===== src/logic/dcl_pkg.sv =====
// Shared constants for the host controller of the dual counter/latch/byte scanner.
// Assumes a single 20 MHz clock; all pin timings are turned into cycle counts here.
package dcl_pkg;

    // ==========================================================================
    // Clock and pin timings
    // ==========================================================================
    localparam int CLK_NS          = 50;    // 20 MHz
    localparam int RST_LOW_NS      = 1000;  // Counter reset low time
    localparam int RST_RECOVER_NS  = 300;   // Reset high before next count
    localparam int LOAD_LOW_MIN_NS = 1000;  // Scan reset/load pulse
    localparam int RIPPLE_NS       = 2000;  // Ripple settle after last count edge
    localparam int LOAD_REMOVE_NS  = 250;   // Load removal time
    localparam int SCAN_PULSE_NS   = 500;   // Scan high and low widths

    // Least times round up to whole cycles
    localparam int RST_LOW_CYC     = (RST_LOW_NS + CLK_NS - 1) / CLK_NS;
    localparam int RST_RECOVER_CYC = (RST_RECOVER_NS + CLK_NS - 1) / CLK_NS;
    localparam int LOAD_LOW_CYC    = (((RIPPLE_NS > LOAD_LOW_MIN_NS) ? RIPPLE_NS : LOAD_LOW_MIN_NS)
                                      + CLK_NS - 1) / CLK_NS;
    localparam int LOAD_REMOVE_CYC = (LOAD_REMOVE_NS + CLK_NS - 1) / CLK_NS;
    localparam int SCAN_CYC        = (SCAN_PULSE_NS + CLK_NS - 1) / CLK_NS;

    // ==========================================================================
    // Widths and word layout
    // ==========================================================================
    localparam int TMR_W      = 6;
    localparam int BYTE_W     = 8;
    localparam int NUM_BYTES  = 4;
    localparam int WORD_W     = 32;
    localparam int SYNC_W     = 9;      // Byte bus plus cascade
    localparam int CASCADE_BIT = 8;

    localparam logic [TMR_W-1:0] RST_LOW_T     = TMR_W'(RST_LOW_CYC - 1);
    localparam logic [TMR_W-1:0] RST_RECOVER_T = TMR_W'(RST_RECOVER_CYC - 1);
    localparam logic [TMR_W-1:0] LOAD_LOW_T    = TMR_W'(LOAD_LOW_CYC - 1);
    localparam logic [TMR_W-1:0] LOAD_REMOVE_T = TMR_W'(LOAD_REMOVE_CYC - 1);
    localparam logic [TMR_W-1:0] SCAN_T        = TMR_W'(SCAN_CYC - 1);
    localparam logic [1:0]       LAST_BYTE     = 2'h3;

    // ==========================================================================
    // Sequencer states, Gray coded along the usual path
    // ==========================================================================
    typedef enum logic [3:0] {
        DCL_IDLE    = 4'h0,
        DCL_CRST    = 4'h1,
        DCL_CWAIT   = 4'h3,
        DCL_LLOW    = 4'h2,
        DCL_LWAIT   = 4'h6,
        DCL_SHI     = 4'h7,
        DCL_SLO     = 4'h5,
        DCL_FIN     = 4'h4
    } dcl_state_type;

endpackage


===== src/logic/dcl_sync_if.sv =====
// Carrier between the pin synchroniser and the sequencer.
// Assumes both ends run on the same clock.
`timescale 1ns/1ps
interface dcl_sync_if;
    import dcl_pkg::*;
    logic [SYNC_W-1:0] raw;     // Pins as they arrive
    logic [SYNC_W-1:0] stable;  // Filtered, in the clock domain

    modport sync_end (input raw, output stable);
    modport user_end (output raw, input stable);
endinterface // dcl_sync_if


===== src/logic/dcl_sync.sv =====
// Three-stage input filter for the pins coming back from the device.
// Assumes pins are asynchronous to clk; a change is taken once stages two and three agree.
`timescale 1ns/1ps
module dcl_sync
    import dcl_pkg::*;
(
    // Clock and reset
    input  wire logic  clk,
    input  wire logic  resetn,
    input  wire logic  ce,
    // Pin carrier
    dcl_sync_if.sync_end port_if
);

    typedef struct packed {
        logic [SYNC_W-1:0] s1;
        logic [SYNC_W-1:0] s2;
        logic [SYNC_W-1:0] s3;
        logic [SYNC_W-1:0] out;
    } dcl_sync_st_type;

    dcl_sync_st_type st_q;
    dcl_sync_st_type st_d;

    // ==========================================================================
    // Filter chain
    // ==========================================================================
    // First stage feeds only the second, so no logic sees a metastable value
    always_comb begin
        st_d    = st_q;
        st_d.s1 = port_if.raw;
        st_d.s2 = st_q.s1;
        st_d.s3 = st_q.s2;
        for (int i = 0; i < SYNC_W; i++) begin
            if (st_q.s2[i] == st_q.s3[i]) begin
                st_d.out[i] = st_q.s3[i];
            end
        end
    end

    // Idle pins read high: cascade high means the device is not finished
    always_ff @(posedge clk or negedge resetn) begin
        if (!resetn) begin
            st_q <= '{s1: '1, s2: '1, s3: '1, out: '1};
        end else if (ce) begin
            st_q <= st_d;
        end
    end

    assign port_if.stable = st_q.out;

endmodule // dcl_sync


===== src/logic/dcl_host.sv =====
// Host sequencer that clears, latches and reads a dual 16-bit counter with byte scan output.
// Assumes the device pins are wired straight to the pin group; one device, no cascade beyond it.
`timescale 1ns/1ps
module dcl_host
    import dcl_pkg::*;
(
    // Clock, reset and freeze
    input  wire logic                clk,
    input  wire logic                resetn,
    input  wire logic                ce,
    // User commands
    input  wire logic                clear_req,
    input  wire logic                read_req,
    input  wire logic                count_b_in,
    // User results
    output logic                     busy,
    output logic [WORD_W-1:0]        word,
    output logic                     word_valid,
    output logic                     cascade_err,
    // Device pins
    output logic                     cnt_reset_n,
    output logic                     count_b,
    output logic                     load_n,
    output logic                     enable_n,
    output logic                     scan,
    input  wire logic [BYTE_W-1:0]   byte_bus_out,
    input  wire logic                cascade_in
);

    typedef struct packed {
        dcl_state_type      st;
        logic [TMR_W-1:0]   tmr;
        logic [1:0]         idx;
        logic [WORD_W-1:0]  word;
        logic               valid;
        logic               err;
        logic               cnt_reset_n;
        logic               count_b;
        logic               load_n;
        logic               enable_n;
        logic               scan;
        logic               busy;
    } dcl_host_st_type;

    dcl_host_st_type q;
    dcl_host_st_type d;
    dcl_sync_if      pins_if ();

    // ==========================================================================
    // Pin filter
    // ==========================================================================
    assign pins_if.raw = {cascade_in, byte_bus_out};

    dcl_sync u_sync (
        .clk     (clk),
        .resetn  (resetn),
        .ce      (ce),
        .port_if (pins_if.sync_end)
    );

    // Timer expiry test, used by every timed state
    function automatic logic tmr_done(input logic [TMR_W-1:0] t, input logic [TMR_W-1:0] lim);
        tmr_done = (t >= lim);
    endfunction

    // ==========================================================================
    // Sequencer
    // ==========================================================================
    always_comb begin
        d       = q;
        d.valid = 1'b0;
        d.tmr   = q.tmr + TMR_W'(1);
        // Count relay is gated off while the counter is held in reset
        d.count_b = count_b_in & q.cnt_reset_n & (q.st != DCL_CRST);
        // Relay frozen while latching and through the load removal time, so no count edge
        // disturbs the ripple settle; a B pulse lying wholly inside the freeze is lost
        if (q.st == DCL_LLOW || q.st == DCL_LWAIT) begin
            d.count_b = q.count_b;
        end
        case (q.st)
            DCL_IDLE: begin
                d.tmr = '0;
                if (clear_req) begin
                    d.st          = DCL_CRST;
                    d.cnt_reset_n = 1'b0;
                    d.count_b     = 1'b0;
                end else if (read_req) begin
                    d.st      = DCL_LLOW;
                    d.load_n  = 1'b0;
                    d.count_b = q.count_b;
                end
            end
            DCL_CRST: begin
                if (tmr_done(q.tmr, RST_LOW_T)) begin
                    d.st          = DCL_CWAIT;
                    d.tmr         = '0;
                    d.cnt_reset_n = 1'b1;
                end
            end
            DCL_CWAIT: begin
                // Recovery before the next count can register
                if (tmr_done(q.tmr, RST_RECOVER_T)) begin
                    d.st  = DCL_IDLE;
                    d.tmr = '0;
                end
            end
            DCL_LLOW: begin
                // Load held for the whole ripple time so the latched count is settled
                if (tmr_done(q.tmr, LOAD_LOW_T)) begin
                    d.st     = DCL_LWAIT;
                    d.tmr    = '0;
                    d.load_n = 1'b1;
                    d.err    = 1'b0;
                    d.idx    = '0;
                end
            end
            DCL_LWAIT: begin
                // Enable changes here, with scan low, to avoid a false step
                if (tmr_done(q.tmr, LOAD_REMOVE_T)) begin
                    d.enable_n = 1'b0;
                    if (!q.enable_n) begin
                        d.st   = DCL_SHI;
                        d.tmr  = '0;
                        d.scan = 1'b1;
                    end
                end
            end
            DCL_SHI: begin
                // Sample at the end of the high phase, after output delay and filtering
                if (tmr_done(q.tmr, SCAN_T)) begin
                    d.word[q.idx*BYTE_W +: BYTE_W] = pins_if.stable[BYTE_W-1:0];
                    d.st   = DCL_SLO;
                    d.tmr  = '0;
                    d.scan = 1'b0;
                end
            end
            DCL_SLO: begin
                if (tmr_done(q.tmr, SCAN_T)) begin
                    d.tmr = '0;
                    if (q.idx == LAST_BYTE) begin
                        d.st = DCL_FIN;
                    end else begin
                        d.st   = DCL_SHI;
                        d.idx  = q.idx + 2'h1;
                        d.scan = 1'b1;
                    end
                end
            end
            DCL_FIN: begin
                // Cascade must have fallen once the fourth byte was stepped past
                d.err      = pins_if.stable[CASCADE_BIT];
                d.enable_n = 1'b1;
                d.valid    = 1'b1;
                d.st       = DCL_IDLE;
                d.tmr      = '0;
            end
            default: begin
                d.st = DCL_IDLE;
            end
        endcase
        // Busy is registered so the output comes straight from a flop
        d.busy = (d.st != DCL_IDLE);
    end

    always_ff @(posedge clk or negedge resetn) begin
        if (!resetn) begin
            q <= '{st: DCL_IDLE, tmr: '0, idx: '0, word: '0, valid: 1'b0, err: 1'b0,
                   cnt_reset_n: 1'b1, count_b: 1'b0, load_n: 1'b1, enable_n: 1'b1, scan: 1'b0, busy: 1'b0};
        end else if (ce) begin
            q <= d;
        end
    end

    // Every output straight from the state register
    assign busy        = q.busy;
    assign word        = q.word;
    assign word_valid  = q.valid;
    assign cascade_err = q.err;
    assign cnt_reset_n = q.cnt_reset_n;
    assign count_b     = q.count_b;
    assign load_n      = q.load_n;
    assign enable_n    = q.enable_n;
    assign scan        = q.scan;

    // ==========================================================================
    // Checks (written for ce held high)
    // ==========================================================================
    logic [TMR_W-1:0] rst_lo_cnt;
    logic [TMR_W-1:0] ld_lo_cnt;
    logic [2:0]       scan_rises;
    logic [TMR_W-1:0] ld_hi_cnt;

    // Helper counters: low widths of reset and load, time since load release, scan pulses
    always_ff @(posedge clk or negedge resetn) begin
        if (!resetn) begin
            rst_lo_cnt <= '0;
            ld_lo_cnt  <= '0;
            scan_rises <= '0;
            ld_hi_cnt  <= '1;
        end else begin
            rst_lo_cnt <= q.cnt_reset_n ? '0 : rst_lo_cnt + TMR_W'(1);
            ld_lo_cnt  <= q.load_n ? '0 : ld_lo_cnt + TMR_W'(1);
            // Saturates so a long idle time never wraps back below the limit
            ld_hi_cnt  <= !q.load_n ? '0 : ((ld_hi_cnt == '1) ? ld_hi_cnt : ld_hi_cnt + TMR_W'(1));
            if (!q.load_n) begin
                scan_rises <= '0;
            end else if (d.scan && !q.scan) begin
                scan_rises <= scan_rises + 3'h1;
            end
        end
    end
endmodule // dcl_host


===== config.mk =====
export PLATFORM = sky130hd
export DESIGN_NAME = dcl_host
export DESIGN_NICKNAME = d
export VERILOG_FILES = /design/src/logic/dcl_pkg.sv /design/src/logic/dcl_sync_if.sv /design/src/logic/dcl_sync.sv /design/src/logic/dcl_host.sv
export SDC_FILE = /design/constraint.sdc
export NUM_CORES = 1
export LEC_CHECK = 0
export ABC_AREA = 0
export BUFFER_PORTS_ARGS = -buffer_cell sky130_fd_sc_hd__buf_2
export CORE_ASPECT_RATIO = 1.75
export CORE_MARGIN = 3
export CORE_UTILIZATION = 45
export DETAILED_ROUTE_END_ITERATION = 10
export PLACE_DENSITY = 0.68
export REMOVE_ABC_BUFFERS = 1
export SYNTH_ARGS = -nofsm -noshare
export SYNTH_HDL_FRONTEND = slang
export SYNTH_HIERARCHICAL = 1
export SYNTH_SLANG_ARGS = --single-unit

===== constraint.sdc =====
create_clock -name clk -period 2.18 [get_ports clk]
set_clock_uncertainty 0.1 [all_clocks]
set_input_delay 0.109 -clock clk [delete_from_list [all_inputs] [get_ports clk]]
set_output_delay 0.109 -clock clk [all_outputs]
set_load 0.01 [all_outputs]

==> impl_metrics.env <==
export IMPL_outcome="completed"
export IMPL_place_hpwl_mm=6.46
export IMPL_die_x_um=82.9
export IMPL_grt_overflow=0
export IMPL_viasPerCell=5.24
export IMPL_dieArea_um2=11600
export IMPL_avgRoutedWirePerCell_um=15.2
export IMPL_critical_path_buf_inv_count=1
export IMPL_worstPathRequired_ns=2.29
export IMPL_worst_pin_slew_ns=0.692
export IMPL_swShare=0.336
export IMPL_min_period_ns=2.08
export IMPL_criticalPathCategory="reg2reg"
export IMPL_setup_slack_ns=0.0990
export IMPL_grt_first_pass_wirelength_mm=15.8
export IMPL_grt_pass1_vias=3157
export IMPL_drv_slew=0
export IMPL_initial_utilization=0.467
export IMPL_cpLargestDelayFamily="compound AO/OA/AOI/OAI gates"
export IMPL_n_antenna_cell=0
export IMPL_grt_usage=0.166
export IMPL_synthCells=439
export IMPL_grt_max_degree=53
export IMPL_post_route_drc_count=0
export IMPL_clk_transition_reported_paths_ns=0.06
export IMPL_hold_violations=0
export IMPL_htree_levels=3
export IMPL_pwr_share_clk=0.261
export IMPL_place_gp_congestion=0.898
export IMPL_clk_latency_ns=0.34
export IMPL_antenna_found_initial=0
export IMPL_final_fill_count=926
export IMPL_detailed_place_area_um2=4730
export IMPL_finalSetupViolCount=0
export IMPL_die_h_um=141
export IMPL_worstPathMaxFanout=5
export IMPL_critPathCaptureType="register"
export IMPL_power_net_switching_w=0.00182
export IMPL_dr_pass1_iters=5
export IMPL_power_share_combinational=0.291
export IMPL_crit_path_max_incr_delay_ns=0.42
export IMPL_nets=496
export IMPL_yosysWarnings=6
export IMPL_ys_types=59
export IMPL_area_growth_synth_to_final_pct=10.5
export IMPL_internal_power_w=0.00360
export IMPL_vias=3149
export IMPL_finalCritPeriodShare=0.955
export IMPL_avgSynthCellArea_um2=10.6
export IMPL_slowest_stage="dfrtp_1"
export IMPL_synthFlopType="dfrtp_1"
export IMPL_min_delay_start="read_req"
export IMPL_cts_tree="built"
export IMPL_final_layout_size_suffix_gt1_frac=0.345
export IMPL_core_region_area_um2=9970
export IMPL_maxCapViolations=0
export IMPL_routed_wl_mm=9.16
export IMPL_num_rows=48
export IMPL_reg2reg_from="q[43]$_DFFE_PN0P_"
export IMPL_cp_arrival_ns=2.19
export IMPL_ys_ff_latch=88
export IMPL_p_per_area_nw_per_um2=1050
export IMPL_min_to="load_n$_DFFE_PN1P_"
export IMPL_rrSetupSlack_ns=0.1
export IMPL_max_slew_margin=0.532
export IMPL_fmax_ghz=0.481
export IMPL_critPathLaunchType="register"
export IMPL_ys_seq_area_frac=0.484
export IMPL_netlist_area_um2=4650
export IMPL_r2r_cells=7
export IMPL_synth_edf_count=0
export IMPL_cts_path_max_buffers=2
export IMPL_synthArstFlopShare=1.00
export IMPL_antenna_left=0
export IMPL_r2r_end="busy$_DFFE_PN0P_"
export IMPL_ir_worst_vdd_mv=0.557
export IMPL_crit_chain="inv_1 > ha_2 > nor3b_4 > a2111oi_2 > mux2_4 > a221oi_2 > a31oi_1"
export IMPL_pre_cts_slack_ns=0.0816
export IMPL_seqPwrFrac=0.447
export IMPL_clock_sinks=88
export IMPL_hp_class="in2reg"
export IMPL_p_leak_nw=2.37
export IMPL_boundaryPins=55
export IMPL_io_buffers=54
export IMPL_cts_buffers=9
export IMPL_root_buffer="clkbuf_16"
export IMPL_drt_iter0_markers=136
export IMPL_whs_path_depth=4
export IMPL_final_cell_area_um2=5140
-- kinds of logic after synthesis --
family                   Yosys count  share of synthesized area
flip-flops                        88                      0.484
XOR/XNOR                           6                     0.0113
AO/OA/AOI/OAI                     89                      0.132
adder cells (fa/ha/maj)           10                     0.0269
multiplexers                      28                     0.0874
buffers and inverters             75                      0.115
AND/OR/NAND/NOR                  143                      0.144
-- power by group through the flow --
| stage | Sequential, W | Combinational (W) | Clock, W |
|---|---|---|---|
| 2_1_floorplan | 0.00238 | 0.00105 | 0 |
| 3_3_place_gp | 0.00241 | 0.00148 | 0 |
| 3_5_place_dp | 0.00244 | 0.00152 | 0 |
| 4_1_cts | 0.00242 | 0.00155 | 0.00146 |
| 5_1_grt | 0.00248 | 0.00174 | 0.00152 |
| 6_report | 0.00242 | 0.00158 | 0.00142 |
-- how the worst max path moves through the flow --
| stage | startpoint | to | slack (ns) | cells after the start |
|---|---|---|---|---|
| after floorplan | q[42]$_DFFE_PN0P_ | busy$_DFFE_PN0P_ | 0.25 | 7 |
| after global routing | q[43]$_DFFE_PN0P_ | busy$_DFFE_PN0P_ | -0.004 | 7 |
| after CTS | q[42]$_DFFE_PN0P_ | word[24]$_DFFE_PN0P_ | 0.06 | 7 |
| final | q[43]$_DFFE_PN0P_ | busy$_DFFE_PN0P_ | 0.1 | 7 |
| after global placement | q[42]$_DFFE_PN0P_ | busy$_DFFE_PN0P_ | 0.17 | 7 |
| after detailed placement | q[42]$_DFFE_PN0P_ | busy$_DFFE_PN0P_ | 0.08 | 7 |
-- area by class of cell --
class / instances / area (µm²) / area share
clock inverters: 5 / 31.3 / 0.00609
well taps: 125 / 156 / 0.0304
inverters: 15 / 56.3 / 0.0110
clock buffers: 11 / 243 / 0.0472
repair buffers: 81 / 515 / 0.100
multi-input cells: 276 / 1880 / 0.367
flip-flops and latches: 88 / 2250 / 0.438
-- per-stage QoR --
| step | utilization | std cells | hold slack, ns | total power [W] | setup TNS [ns] |
|---|---|---|---|---|---|
| 6_report | 0.515 | 601 | 0.0222 | 0.00542 | 0 |
| 5_1_grt | 0.515 | 601 | 0.0536 | 0.00574 | -0.00433 |
| 4_1_cts | 0.513 | 600 | 0.00732 | 0.00543 | 0 |
| 3_5_place_dp | 0.474 | 573 | 0.00124 | 0.00396 | 0 |
| 3_3_place_gp | 0.474 | 573 | -0.00688 | 0.00389 | 0 |
| 2_1_floorplan | - | 379 | -0.287 | 0.00344 | 0 |
-- routing by layer --
metal | global-route usage | wire length (µm) | share of wire
met2 | 0.301 | 4920 | 0.54
met5 | 0 | 0 | 0
met3 | 0.0271 | 323 | 0.035
met1 | 0.189 | 3700 | 0.40
met4 | 0.0767 | 212 | 0.023
-- Yosys cell counts, types with 2 or more instances --
| master | count | area, µm² |
|---|---|---|
| o2bb2ai_1 | 4 | 35.0 |
| buf_4 | 41 | 308 |
| ha_1 | 10 | 125 |
| xnor2_1 | 4 | 35.0 |
| nand3_1 | 7 | 35.0 |
| nor4bb_1 | 2 | 20.0 |
| dfrtp_1 | 49 | 1230 |
| nor3b_1 | 2 | 15.0 |
| nand2b_1 | 11 | 68.8 |
| a21oi_1 | 8 | 40.0 |
| nor3_1 | 6 | 30.0 |
| nand4_1 | 3 | 18.8 |
| a22o_1 | 7 | 61.3 |
| mux2_4 | 25 | 375 |
| nor4b_1 | 2 | 17.5 |
| a31oi_1 | 3 | 18.8 |
| nor2_1 | 16 | 60.1 |
| nor2b_1 | 2 | 12.5 |
| dfstp_2 | 39 | 1020 |
| clkbuf_8 | 3 | 41.3 |
| a21o_1 | 7 | 52.6 |
| o21ai_0 | 40 | 200 |
| buf_6 | 8 | 90.1 |
| xor2_1 | 2 | 17.5 |
| buf_2 | 6 | 30.0 |
| mux2i_1 | 2 | 20.0 |
| inv_1 | 15 | 56.3 |
| nand2_1 | 84 | 315 |
-- flip-flops by register name, indices dropped and copies added, names as in the netlist --
signal,flops
word,32
u_sync/st_d,18
q,12
u_sync/port_if.stable,9
u_sync/st_q,9
busy,1
cascade_err,1
cnt_reset_n,1
count_b,1
enable_n,1
load_n,1
scan,1
word_valid,1
-- layout by cell type (no fill, tap or decap), types with 2 or more instances in the layout --
| cell type | instances |
|---|---|
| a21o_1 | 7 |
| a21oi_1 | 8 |
| a22o_1 | 7 |
| a31oi_1 | 3 |
| buf_2 | 53 |
| buf_4 | 16 |
| clkbuf_16 | 9 |
| clkinv_2 | 3 |
| dfrtp_1 | 48 |
| dfstp_2 | 39 |
| dlygate4sd3_1 | 11 |
| ha_1 | 9 |
| inv_1 | 15 |
| mux2_4 | 25 |
| mux2i_1 | 2 |
| nand2_1 | 84 |
| nand2b_1 | 11 |
| nand3_1 | 7 |
| nand4_1 | 3 |
| nor2_1 | 16 |
| nor2b_1 | 2 |
| nor3_1 | 6 |
| nor3b_1 | 2 |
| nor4b_1 | 2 |
| nor4bb_1 | 2 |
| o21ai_0 | 40 |
| o2bb2ai_1 | 4 |
| xnor2_1 | 4 |
| xor2_1 | 2 |
-- worst reg2reg max path: cells and delay by family, from the launching register on --
family                   cells  cell delay, ns
multiplexers                 1            0.29
AND/OR/NAND/NOR              1            0.30
AO/OA/AOI/OAI                3            0.55
buffers and inverters        1            0.10
adder cells (fa/ha/maj)      1            0.21
flip-flops                   1            0.42
-- timing repair --
| action | 4_1_cts | 5_1_grt |
|---|---|---|
| endpoints found under the setup margin | 0 | 18 |
| endpoints found under the hold margin | 46 | 0 |
| gates resized for setup | 0 | 4 |
| buffers inserted | 0 | 1 |
| hold buffers | 11 | 0 |
(Power assumes the default switching activity.)
